$ cat src/core/chpl_pkg.sv
package chpl_pkg;

  // ----------------------------------------------------------------
  // Register byte offsets
  // ----------------------------------------------------------------
  localparam logic [7:0] OFS_LINK    = 8'h00;
  localparam logic [7:0] OFS_MODE    = 8'h04;
  localparam logic [7:0] OFS_CAPCFG  = 8'h08;
  localparam logic [7:0] OFS_MATCH6  = 8'h0c;
  localparam logic [7:0] OFS_MATCH7  = 8'h10;
  localparam logic [7:0] OFS_ACTIVE  = 8'h14;
  localparam logic [7:0] OFS_CAPTURE = 8'h18;

  // ----------------------------------------------------------------
  // Link control bit positions
  // ----------------------------------------------------------------
  localparam int BIT_RSVD    = 31;
  localparam int BIT_FAULT   = 30;
  localparam int BIT_SYNC    = 29;
  localparam int BIT_DEAD    = 28;
  localparam int BIT_ARM     = 27;
  localparam int BIT_DUAL_EDGE_MODE_ENABLE = 26;
  localparam int BIT_COMP    = 25;
  localparam int BIT_LINK    = 24;

  // ----------------------------------------------------------------
  // Mode and capture configuration fields
  // ----------------------------------------------------------------
  localparam int BIT_WPD      = 2;
  localparam int BIT_MSA      = 0;
  localparam int ELS6_LSB     = 1;
  localparam int ELS7_LSB     = 3;
  localparam int DT_LSB       = 8;
  localparam int DT_W         = 8;
  localparam int MATCH_W      = 16;
  localparam int CNT_W        = 16;

  // ----------------------------------------------------------------
  // Reset values
  // ----------------------------------------------------------------
  localparam logic       RST_WPD = 1'b0;
  localparam logic [7:0] RST_DT  = 8'h00;

  // ----------------------------------------------------------------
  // Edge select encodings
  // ----------------------------------------------------------------
  localparam logic [1:0] ELS_OFF  = 2'h0;
  localparam logic [1:0] ELS_RISE = 2'h1;
  localparam logic [1:0] ELS_FALL = 2'h2;
  localparam logic [1:0] ELS_BOTH = 2'h3;

  // ----------------------------------------------------------------
  // Types
  // ----------------------------------------------------------------
  typedef enum logic [1:0] {
    CAP_IDLE,
    CAP_FIRST,
    CAP_SECOND
  } chpl_cap_state_t;

endpackage : chpl_pkg

$ cat src/core/chpl_pin_sync.sv
`timescale 1ns/1ps
`default_nettype none
module chpl_pin_sync
  import chpl_pkg::*;
(
  // Clock and reset
  input  wire logic       mclk,
  input  wire logic       rst_b,
  // Pins
  input  wire logic [1:0] pin_in,
  // Synchronised view
  output logic      [1:0] level,
  output logic      [1:0] rise,
  output logic      [1:0] fall
);

  typedef struct packed {
    logic [1:0] meta;
    logic [1:0] sync;
    logic [1:0] last;
  } chpl_sync_state_t;

  chpl_sync_state_t s_r;
  chpl_sync_state_t s_nxt;

  // ----------------------------------------------------------------
  // Two-stage synchroniser and edge history
  // ----------------------------------------------------------------
  always_comb begin
    s_nxt      = s_r;
    s_nxt.meta = pin_in;
    s_nxt.sync = s_r.meta;
    s_nxt.last = s_r.sync;
  end

  always_ff @(posedge mclk) begin
    if (!rst_b) begin
      s_r <= '0;
    end else begin
      s_r <= s_nxt;
    end
  end

  assign level = s_r.sync;
  assign rise  = s_r.sync & ~s_r.last;
  assign fall  = ~s_r.sync & s_r.last;

endmodule : chpl_pin_sync
`default_nettype wire

$ cat src/core/chpl_pair_ctrl.sv
// Summary of operation
// - Bit 31 reads zero, ignores writes
// - Bit 30 enables fault control on pair
// - Protected bits written only when unprotected
// - Bit 29 syncs match values to trigger
// - Bit 28 inserts deadtime on pair outputs when bit 24 links the pair
// - Bit 27 arms captures on channel 6 input
// - Capture arm works only in dual edge
// - One-shot clears arm after second capture
// - Bit 26 selects dual edge capture mode
// - Bit 25 makes channel 7 inverted copy when bit 24 links the pair
// - Bit 24 links channels 6 and 7
//
// Added by the designer: the register offsets and register access over AHB-Lite.
`timescale 1ns/1ps
`default_nettype none
module chpl_pair_ctrl
  import chpl_pkg::*;
(
  // Clock and reset
  input  wire logic               mclk,
  input  wire logic               rst_b,
  // AHB-Lite slave
  input  wire logic               hsel,
  input  wire logic [31:0]        haddr,
  input  wire logic [1:0]         htrans,
  input  wire logic               hwrite,
  input  wire logic [2:0]         hsize,
  input  wire logic [31:0]        hwdata,
  input  wire logic               hready,
  output logic      [31:0]        hrdata,
  output logic                    hreadyout,
  output logic                    hresp,
  // Timer side, same clock
  input  wire logic [CNT_W-1:0]   counter_value,
  input  wire logic               sync_trigger,
  input  wire logic               ch6_pwm_in,
  input  wire logic               ch7_pwm_in,
  // Pins
  input  wire logic               ch6_capture_pin,
  input  wire logic               fault_pin,
  output logic                    ch6_out,
  output logic                    ch7_out,
  // Active values to the timer
  output logic      [MATCH_W-1:0] match6_value,
  output logic      [MATCH_W-1:0] match7_value,
  output logic                    fault_active,
  output logic                    capture_active
);

  // ----------------------------------------------------------------
  // State
  // ----------------------------------------------------------------
  typedef struct packed {
    logic                  faulten;
    logic                  syncen;
    logic                  dten;
    logic                  arm;
    logic                  dual_edge_mode_enable;
    logic                  comp;
    logic                  linken;
    logic                  wpd;
    logic                  msa;
    logic [1:0]            els6;
    logic [1:0]            els7;
    logic [DT_W-1:0]       dt;
    logic [MATCH_W-1:0]    buf6;
    logic [MATCH_W-1:0]    buf7;
    logic [MATCH_W-1:0]    act6;
    logic [MATCH_W-1:0]    act7;
    logic [CNT_W-1:0]      cap6;
    logic [CNT_W-1:0]      cap7;
    chpl_cap_state_t       cst;
    logic [DT_W-1:0]       dt_cnt;
    logic                  prev_base;
    logic                  o6;
    logic                  o7;
    logic                  wr_pend;
    logic [7:0]            wr_addr;
    logic [31:0]           rdata;
  } chpl_state_t;

  chpl_state_t s_r;
  chpl_state_t s_nxt;

  logic [1:0]  pin_level;
  logic [1:0]  pin_rise;
  logic [1:0]  pin_fall;
  logic        addr_ok;
  logic        fault_hit;
  logic        edge6;
  logic        edge7;
  logic        base;
  logic        tgt6;
  logic        tgt7;
  logic [31:0] link_word;
  logic        cap_run;
  logic        dead_on;
  logic        base_edge;
  logic        wr_link;
  logic        wr_mode;
  logic        wr_capcfg;
  logic        wr_match6;
  logic        wr_match7;

  // ----------------------------------------------------------------
  // Pin synchronisers
  // ----------------------------------------------------------------
  chpl_pin_sync u_sync (
    .mclk   (mclk),
    .rst_b  (rst_b),
    .pin_in ({fault_pin, ch6_capture_pin}),
    .level  (pin_level),
    .rise   (pin_rise),
    .fall   (pin_fall)
  );

  // ----------------------------------------------------------------
  // Helpers
  // ----------------------------------------------------------------
  function automatic logic edge_hit(input logic [1:0] els,
                                    input logic       r,
                                    input logic       f);
    logic hit;
    hit = 1'b0;
    unique case (els)
      ELS_OFF:  hit = 1'b0;
      ELS_RISE: hit = r;
      ELS_FALL: hit = f;
      ELS_BOTH: hit = r | f;
    endcase
    return hit;
  endfunction : edge_hit

  function automatic logic [31:0] read_mux(input chpl_state_t s,
                                           input logic [7:0]  a,
                                           input logic [31:0] lw);
    logic [31:0] d;
    d = 32'h0000_0000;
    unique case (a)
      OFS_LINK: begin
        d = lw;
      end
      OFS_MODE: begin
        d[BIT_WPD] = s.wpd;
      end
      OFS_CAPCFG: begin
        d[BIT_MSA]                 = s.msa;
        d[ELS6_LSB +: 2]           = s.els6;
        d[ELS7_LSB +: 2]           = s.els7;
        d[DT_LSB +: DT_W]          = s.dt;
      end
      OFS_MATCH6: begin
        d[MATCH_W-1:0] = s.buf6;
      end
      OFS_MATCH7: begin
        d[MATCH_W-1:0] = s.buf7;
      end
      OFS_ACTIVE: begin
        d = {s.act7, s.act6};
      end
      OFS_CAPTURE: begin
        d = {s.cap7, s.cap6};
      end
      default: begin
        d = 32'h0000_0000;
      end
    endcase
    return d;
  endfunction : read_mux

  // ----------------------------------------------------------------
  // Link control word as software sees it
  // ----------------------------------------------------------------
  always_comb begin
    link_word              = 32'h0000_0000;
    link_word[BIT_RSVD]    = 1'b0;
    link_word[BIT_FAULT]   = s_r.faulten;
    link_word[BIT_SYNC]    = s_r.syncen;
    link_word[BIT_DEAD]    = s_r.dten;
    link_word[BIT_ARM]     = s_r.arm;
    link_word[BIT_DUAL_EDGE_MODE_ENABLE] = s_r.dual_edge_mode_enable;
    link_word[BIT_COMP]    = s_r.comp;
    link_word[BIT_LINK]    = s_r.linken;
  end

  assign addr_ok   = hsel & hready & htrans[1];
  assign fault_hit = s_r.faulten & pin_level[1];
  assign edge6     = edge_hit(s_r.els6, pin_rise[0], pin_fall[0]);
  assign edge7     = edge_hit(s_r.els7, pin_rise[0], pin_fall[0]);
  assign base      = ch6_pwm_in;
  assign tgt6      = s_r.linken ? base : ch6_pwm_in;
  assign tgt7      = s_r.linken ? (s_r.comp ? ~base : base) : ch7_pwm_in;
  assign cap_run   = s_r.dual_edge_mode_enable & s_r.arm;
  assign dead_on   = s_r.linken & s_r.dten;
  assign base_edge = base != s_r.prev_base;

  // ----------------------------------------------------------------
  // Data phase write strobes
  // ----------------------------------------------------------------
  assign wr_link   = s_r.wr_pend & (s_r.wr_addr == OFS_LINK);
  assign wr_mode   = s_r.wr_pend & (s_r.wr_addr == OFS_MODE);
  assign wr_capcfg = s_r.wr_pend & (s_r.wr_addr == OFS_CAPCFG);
  assign wr_match6 = s_r.wr_pend & (s_r.wr_addr == OFS_MATCH6);
  assign wr_match7 = s_r.wr_pend & (s_r.wr_addr == OFS_MATCH7);

  // ----------------------------------------------------------------
  // Next state
  // ----------------------------------------------------------------
  always_comb begin
    s_nxt = s_r;

    // Dual edge capture sequencer
    if (!cap_run) begin
      s_nxt.cst = CAP_IDLE;
    end else begin
      unique case (s_r.cst)
        CAP_IDLE: begin
          s_nxt.cst = CAP_FIRST;
        end
        CAP_FIRST: begin
          if (edge6) begin
            s_nxt.cap6 = counter_value;
            s_nxt.cst  = CAP_SECOND;
          end
        end
        CAP_SECOND: begin
          if (edge7) begin
            s_nxt.cap7 = counter_value;
            s_nxt.cst  = CAP_FIRST;
            if (!s_r.msa) begin
              s_nxt.arm = 1'b0;
            end
          end
        end
        default: begin
          s_nxt.cst = CAP_IDLE;
        end
      endcase
    end

    // Match value transfer from buffer to active
    if (!s_r.syncen) begin
      s_nxt.act6 = s_r.buf6;
      s_nxt.act7 = s_r.buf7;
    end else if (sync_trigger) begin
      s_nxt.act6 = s_r.buf6;
      s_nxt.act7 = s_r.buf7;
    end

    // Output path with deadtime and fault forcing
    s_nxt.prev_base = base;
    if (s_r.dual_edge_mode_enable) begin
      s_nxt.o6     = 1'b0;
      s_nxt.o7     = 1'b0;
      s_nxt.dt_cnt = '0;
    end else if (dead_on && base_edge) begin
      s_nxt.dt_cnt = s_r.dt;
      s_nxt.o6     = 1'b0;
      s_nxt.o7     = 1'b0;
    end else if (dead_on && (s_r.dt_cnt != '0)) begin
      s_nxt.dt_cnt = s_r.dt_cnt - 1'b1;
      s_nxt.o6     = 1'b0;
      s_nxt.o7     = 1'b0;
    end else begin
      s_nxt.dt_cnt = '0;
      s_nxt.o6     = tgt6;
      s_nxt.o7     = tgt7;
    end
    if (fault_hit) begin
      s_nxt.o6 = 1'b0;
      s_nxt.o7 = 1'b0;
    end

    // Bus data phase write, after hardware clear so a set wins
    if (wr_link) begin
      s_nxt.syncen = hwdata[BIT_SYNC];
      s_nxt.arm    = hwdata[BIT_ARM];
      if (s_r.wpd) begin
        s_nxt.faulten = hwdata[BIT_FAULT];
        s_nxt.dten    = hwdata[BIT_DEAD];
        s_nxt.dual_edge_mode_enable = hwdata[BIT_DUAL_EDGE_MODE_ENABLE];
        s_nxt.comp    = hwdata[BIT_COMP];
        s_nxt.linken  = hwdata[BIT_LINK];
      end
    end
    if (wr_mode) begin
      s_nxt.wpd = hwdata[BIT_WPD];
    end
    if (wr_capcfg) begin
      s_nxt.msa  = hwdata[BIT_MSA];
      s_nxt.els6 = hwdata[ELS6_LSB +: 2];
      s_nxt.els7 = hwdata[ELS7_LSB +: 2];
      s_nxt.dt   = hwdata[DT_LSB +: DT_W];
    end
    if (wr_match6) begin
      s_nxt.buf6 = hwdata[MATCH_W-1:0];
    end
    if (wr_match7) begin
      s_nxt.buf7 = hwdata[MATCH_W-1:0];
    end

    // Bus address phase
    s_nxt.wr_pend = addr_ok & hwrite;
    s_nxt.wr_addr = haddr[7:0];
    if (addr_ok && !hwrite) begin
      s_nxt.rdata = read_mux(s_r, haddr[7:0], link_word);
    end
  end

  // ----------------------------------------------------------------
  // State register
  // ----------------------------------------------------------------
  always_ff @(posedge mclk) begin
    if (!rst_b) begin
      s_r      <= '0;
      s_r.wpd  <= RST_WPD;
      s_r.dt   <= RST_DT;
      s_r.cst  <= CAP_IDLE;
    end else begin
      s_r <= s_nxt;
    end
  end

  // ----------------------------------------------------------------
  // Outputs
  // ----------------------------------------------------------------
  assign hrdata         = s_r.rdata;
  assign hreadyout      = 1'b1;
  assign hresp          = 1'b0;
  assign ch6_out        = s_r.o6;
  assign ch7_out        = s_r.o7;
  assign match6_value   = s_r.act6;
  assign match7_value   = s_r.act7;
  assign fault_active   = fault_hit;
  assign capture_active = cap_run;

endmodule : chpl_pair_ctrl
`default_nettype wire

$ cat config.mk
export PLATFORM = sky130hd
export DESIGN_NAME = chpl_pair_ctrl
export DESIGN_NICKNAME = d
export VERILOG_FILES = /design/src/core/chpl_pkg.sv /design/src/core/chpl_pin_sync.sv /design/src/core/chpl_pair_ctrl.sv
export SDC_FILE = /design/constraint.sdc
export NUM_CORES = 1
export LEC_CHECK = 0
export BUFFER_PORTS_ARGS = -buffer_cell sky130_fd_sc_hd__clkbuf_2
export CORE_MARGIN = 2
export CORE_UTILIZATION = 33
export DETAILED_ROUTE_END_ITERATION = 10
export SLEW_MARGIN = 15
export SYNTH_ARGS = -nofsm -noshare
export SYNTH_HDL_FRONTEND = slang
export SYNTH_SLANG_ARGS = --single-unit
$ cat constraint.sdc
create_clock -name mclk -period 5.2 [get_ports mclk]
set_input_delay 0 -clock mclk [delete_from_list [all_inputs] [get_ports mclk]]
set_output_delay 0 -clock mclk [all_outputs]
set_load 0.02 [all_outputs]
==> results.json <==
{
  "grt_pass1_wl_mm": 35.9,
  "clk_pin_slew_worst_paths_ns": 0.07,
  "yosysSeqAreaShare": 0.440,
  "vdd_drop_max_uv": 208,
  "setup_viol": 0,
  "crit_type": "reg2reg",
  "met2_usage": 0.287,
  "multi_input_area_um2": 3740,
  "remaining_drc_errors": 0,
  "critPathArrivalTime_ns": 2.86,
  "synth.top_cell.area_share": 0.440,
  "dp_worst_setup_slack_ns": 2.71,
  "utilization": 0.401,
  "hpwl_mm": 16.3,
  "synth_area_per_cell_um2": 8.88,
  "core_region_area_um2": 23600,
  "status": "finished clean",
  "yosys.area.top_type": "dfxtp_1",
  "synth_top_cells_by_area": "dfxtp_1 (44%), nand2_1 (9.0%), mux2i_1 (7.4%)",
  "fin_ws_ns": 2.69,
  "r2r_start": "u_sync.level[0]",
  "grt_setup_unrepaired": "no",
  "finalHoldViolCount": 0,
  "fmax_mhz": 399,
  "cp_slowest_stage_delay_ns": 0.88,
  "timing.final.crit_share": 0.482,
  "grt_use_met1": 0.239,
  "h-tree-depth": 4,
  "cts_sinks": 176,
  "worstPathRequired_ns": 5.55,
  "p_leak_nw": 3.57,
  "antenna_found_initial": 0,
  "ys_ff_latch": 176,
  "drtPass1Iterations": 5,
  "powerDensity_nw_per_um2": 293,
  "wl_per_cell_um": 17.8,
  "synthDistinctLibCells": 64,
  "tightest_slew_ns": 1.18,
  "syn_area_um2": 8000,
  "grt_overflow": 0,
  "drt_first_iter_violations": 524,
  "vias_per_cell": 4.95,
  "slew-limit-headroom": 0.210,
  "gp_congestion": 0.810,
  "vias": 6495,
  "synth.top_cells.by_count": "nand2_1 (191), dfxtp_1 (176), buf_4 (67), mux2i_1 (59), a21boi_0 (48)",
  "hold_class": "in2reg",
  "worst_setup_path_end_kind": "flip-flop",
  "grt_pass1_vias": 6295,
  "cp_max_fo": 16,
  "clock_path_buffers": 2,
  "rows": 56,
  "dieHeight_um": 160,
  "fp.dieArea_um2": 25500,
  "seq_area_um2": 3520,
  "root_buffer": "clkbuf_16",
  "min_period_ns": 2.51,
  "reg2reg_setup_slack_ns": 2.69,
  "area_growth_pct": 18.3,
  "ios": 165,
  "finalSetupTns_ns": 0,
  "maxSlewViolCount": 0,
  "dpl_cell_area_um2": 8380,
  "diodes": 0,
  "skew_ns": 0.00881,
  "synthArstFlopShare": 0,
  "portBuffers": 125,
  "yosysWarnings": 0,
  "max_cap_violations": 0,
  "clkLatencyLatePin_ns": 0.43,
  "grt_max_degree": 90,
  "hp-start": "sync_trigger",
  "fin_nets": 1080,
  "stdcell_area_um2": 9460,
  "synthesis.nets": 1000,
  "globalRouteMet3Util": 0.0481,
  "synth_most_common_cell": "nand2_1",
  "grt_usage": 0.182,
  "cp-start-kind": "flip-flop",
  "cts_buffers": 17,
  "path_cells": "inv_1 -> ha_1 -> nand2b_1 -> a311o_1 -> nor3_4 -> mux2i_1",
  "cts_tree": "yes",
  "grt-busiest-layer": "met2",
  "die_width_um": 160,
  "worst_path_max_delay_cell": "nor3_4",
  "floorplan.initialDensity": 0.339,
  "synth_flop_cell": "dfxtp_1",
  "fillers": 2423,
  "synthCells": 901,
  "synth_edf_count": 0,
  "drive_gt1_frac": 0.183,
  "startpoint": "u_sync.level[0]",
  "drtAntennaViolNets": 0,
  "totalWireLength_mm": 23.3
}
-- metrics by stage --
stage	cells	hold WS, ns	power, mW
3_3_place_gp	1229	0.208	1.53
5_1_grt	1313	0.0746	2.87
2_1_floorplan	901	0.122	1.48
6_report	1313	0.0639	2.77
3_5_place_dp	1229	0.211	1.53
4_1_cts	1313	0.0583	2.79
-- worst paths after layout --
path,end,depth (start not counted)
setup reg to reg,s_r[81],6
setup / recovery,s_r[81],6
hold / removal,match7_value[9],4
hold reg to reg,u_sync.level[0],1
-- worst max-delay path: cells and delay by family, from the launching register on --
kind            cells  cell delay (ns)
fa+ha+maj           1             0.29
buf+inv             1             0.06
flops               1             0.37
simple gates        2             1.03
mux                 1             0.28
compound gates      1             0.39
-- where the power goes --
| part | switching, mW | total, mW | internal (mW) |
|---|---|---|---|
| Sequential | 0.00537 | 1.36 | 1.36 |
| Combinational | 0.0948 | 0.168 | 0.0733 |
| Clock | 0.574 | 1.24 | 0.671 |
| Total | 0.674 | 2.77 | 2.10 |
-- state kept, by name, indices dropped and copies added (netlist names), 2 cells and up --
register / flops
u_sync.s_nxt: 2
s_r: 98
match7_value: 16
hrdata: 32
u_sync.level: 2
match6_value: 16
link_word: 7
-- area by class of cell --
cell class / instances / area share
multi-input cells: 593 / 0.395
flip-flops and latches: 176 / 0.372
repair buffers: 186 / 0.129
clock buffers: 19 / 0.0457
well taps: 319 / 0.0422
clock inverters: 13 / 0.0137
inverters: 7 / 0.00278
-- cells in the final DEF (no fill, tap or decap), types with 21 or more instances in the layout --
cell,Yosys,routed
nand2_1,191,191
dfxtp_1,176,176
clkbuf_2,0,124
mux2i_1,59,59
dlygate4sd3_1,0,52
a21boi_0,48,48
o21ai_0,40,40
a22oi_1,33,33
nand3_1,28,28
and2_1,21,21
-- cells by family after synthesis --
group / count (synthesis) / synth area share
flip-flops: 176 / 0.440
adder cells (fa/ha/maj): 4 / 0.00626
buffers and inverters: 132 / 0.0976
multiplexers: 62 / 0.0780
AND/OR/NAND/NOR: 328 / 0.195
other: 2 / 0.000939
AO/OA/AOI/OAI: 188 / 0.172
XOR/XNOR: 9 / 0.00985
-- repair_timing --
action	4_1_cts	5_1_grt
setup buffers	0	0
resized for setup	0	0
hold endpoints to repair	96	0
hold buffers	52	0
-- routing by layer --
layer  share of wire  wire length [um]
met1            0.46             10800
met2            0.45             10400
met3           0.065              1510
met4           0.024               570
met5               0                 0
Power figures use the tool's default switching activity.
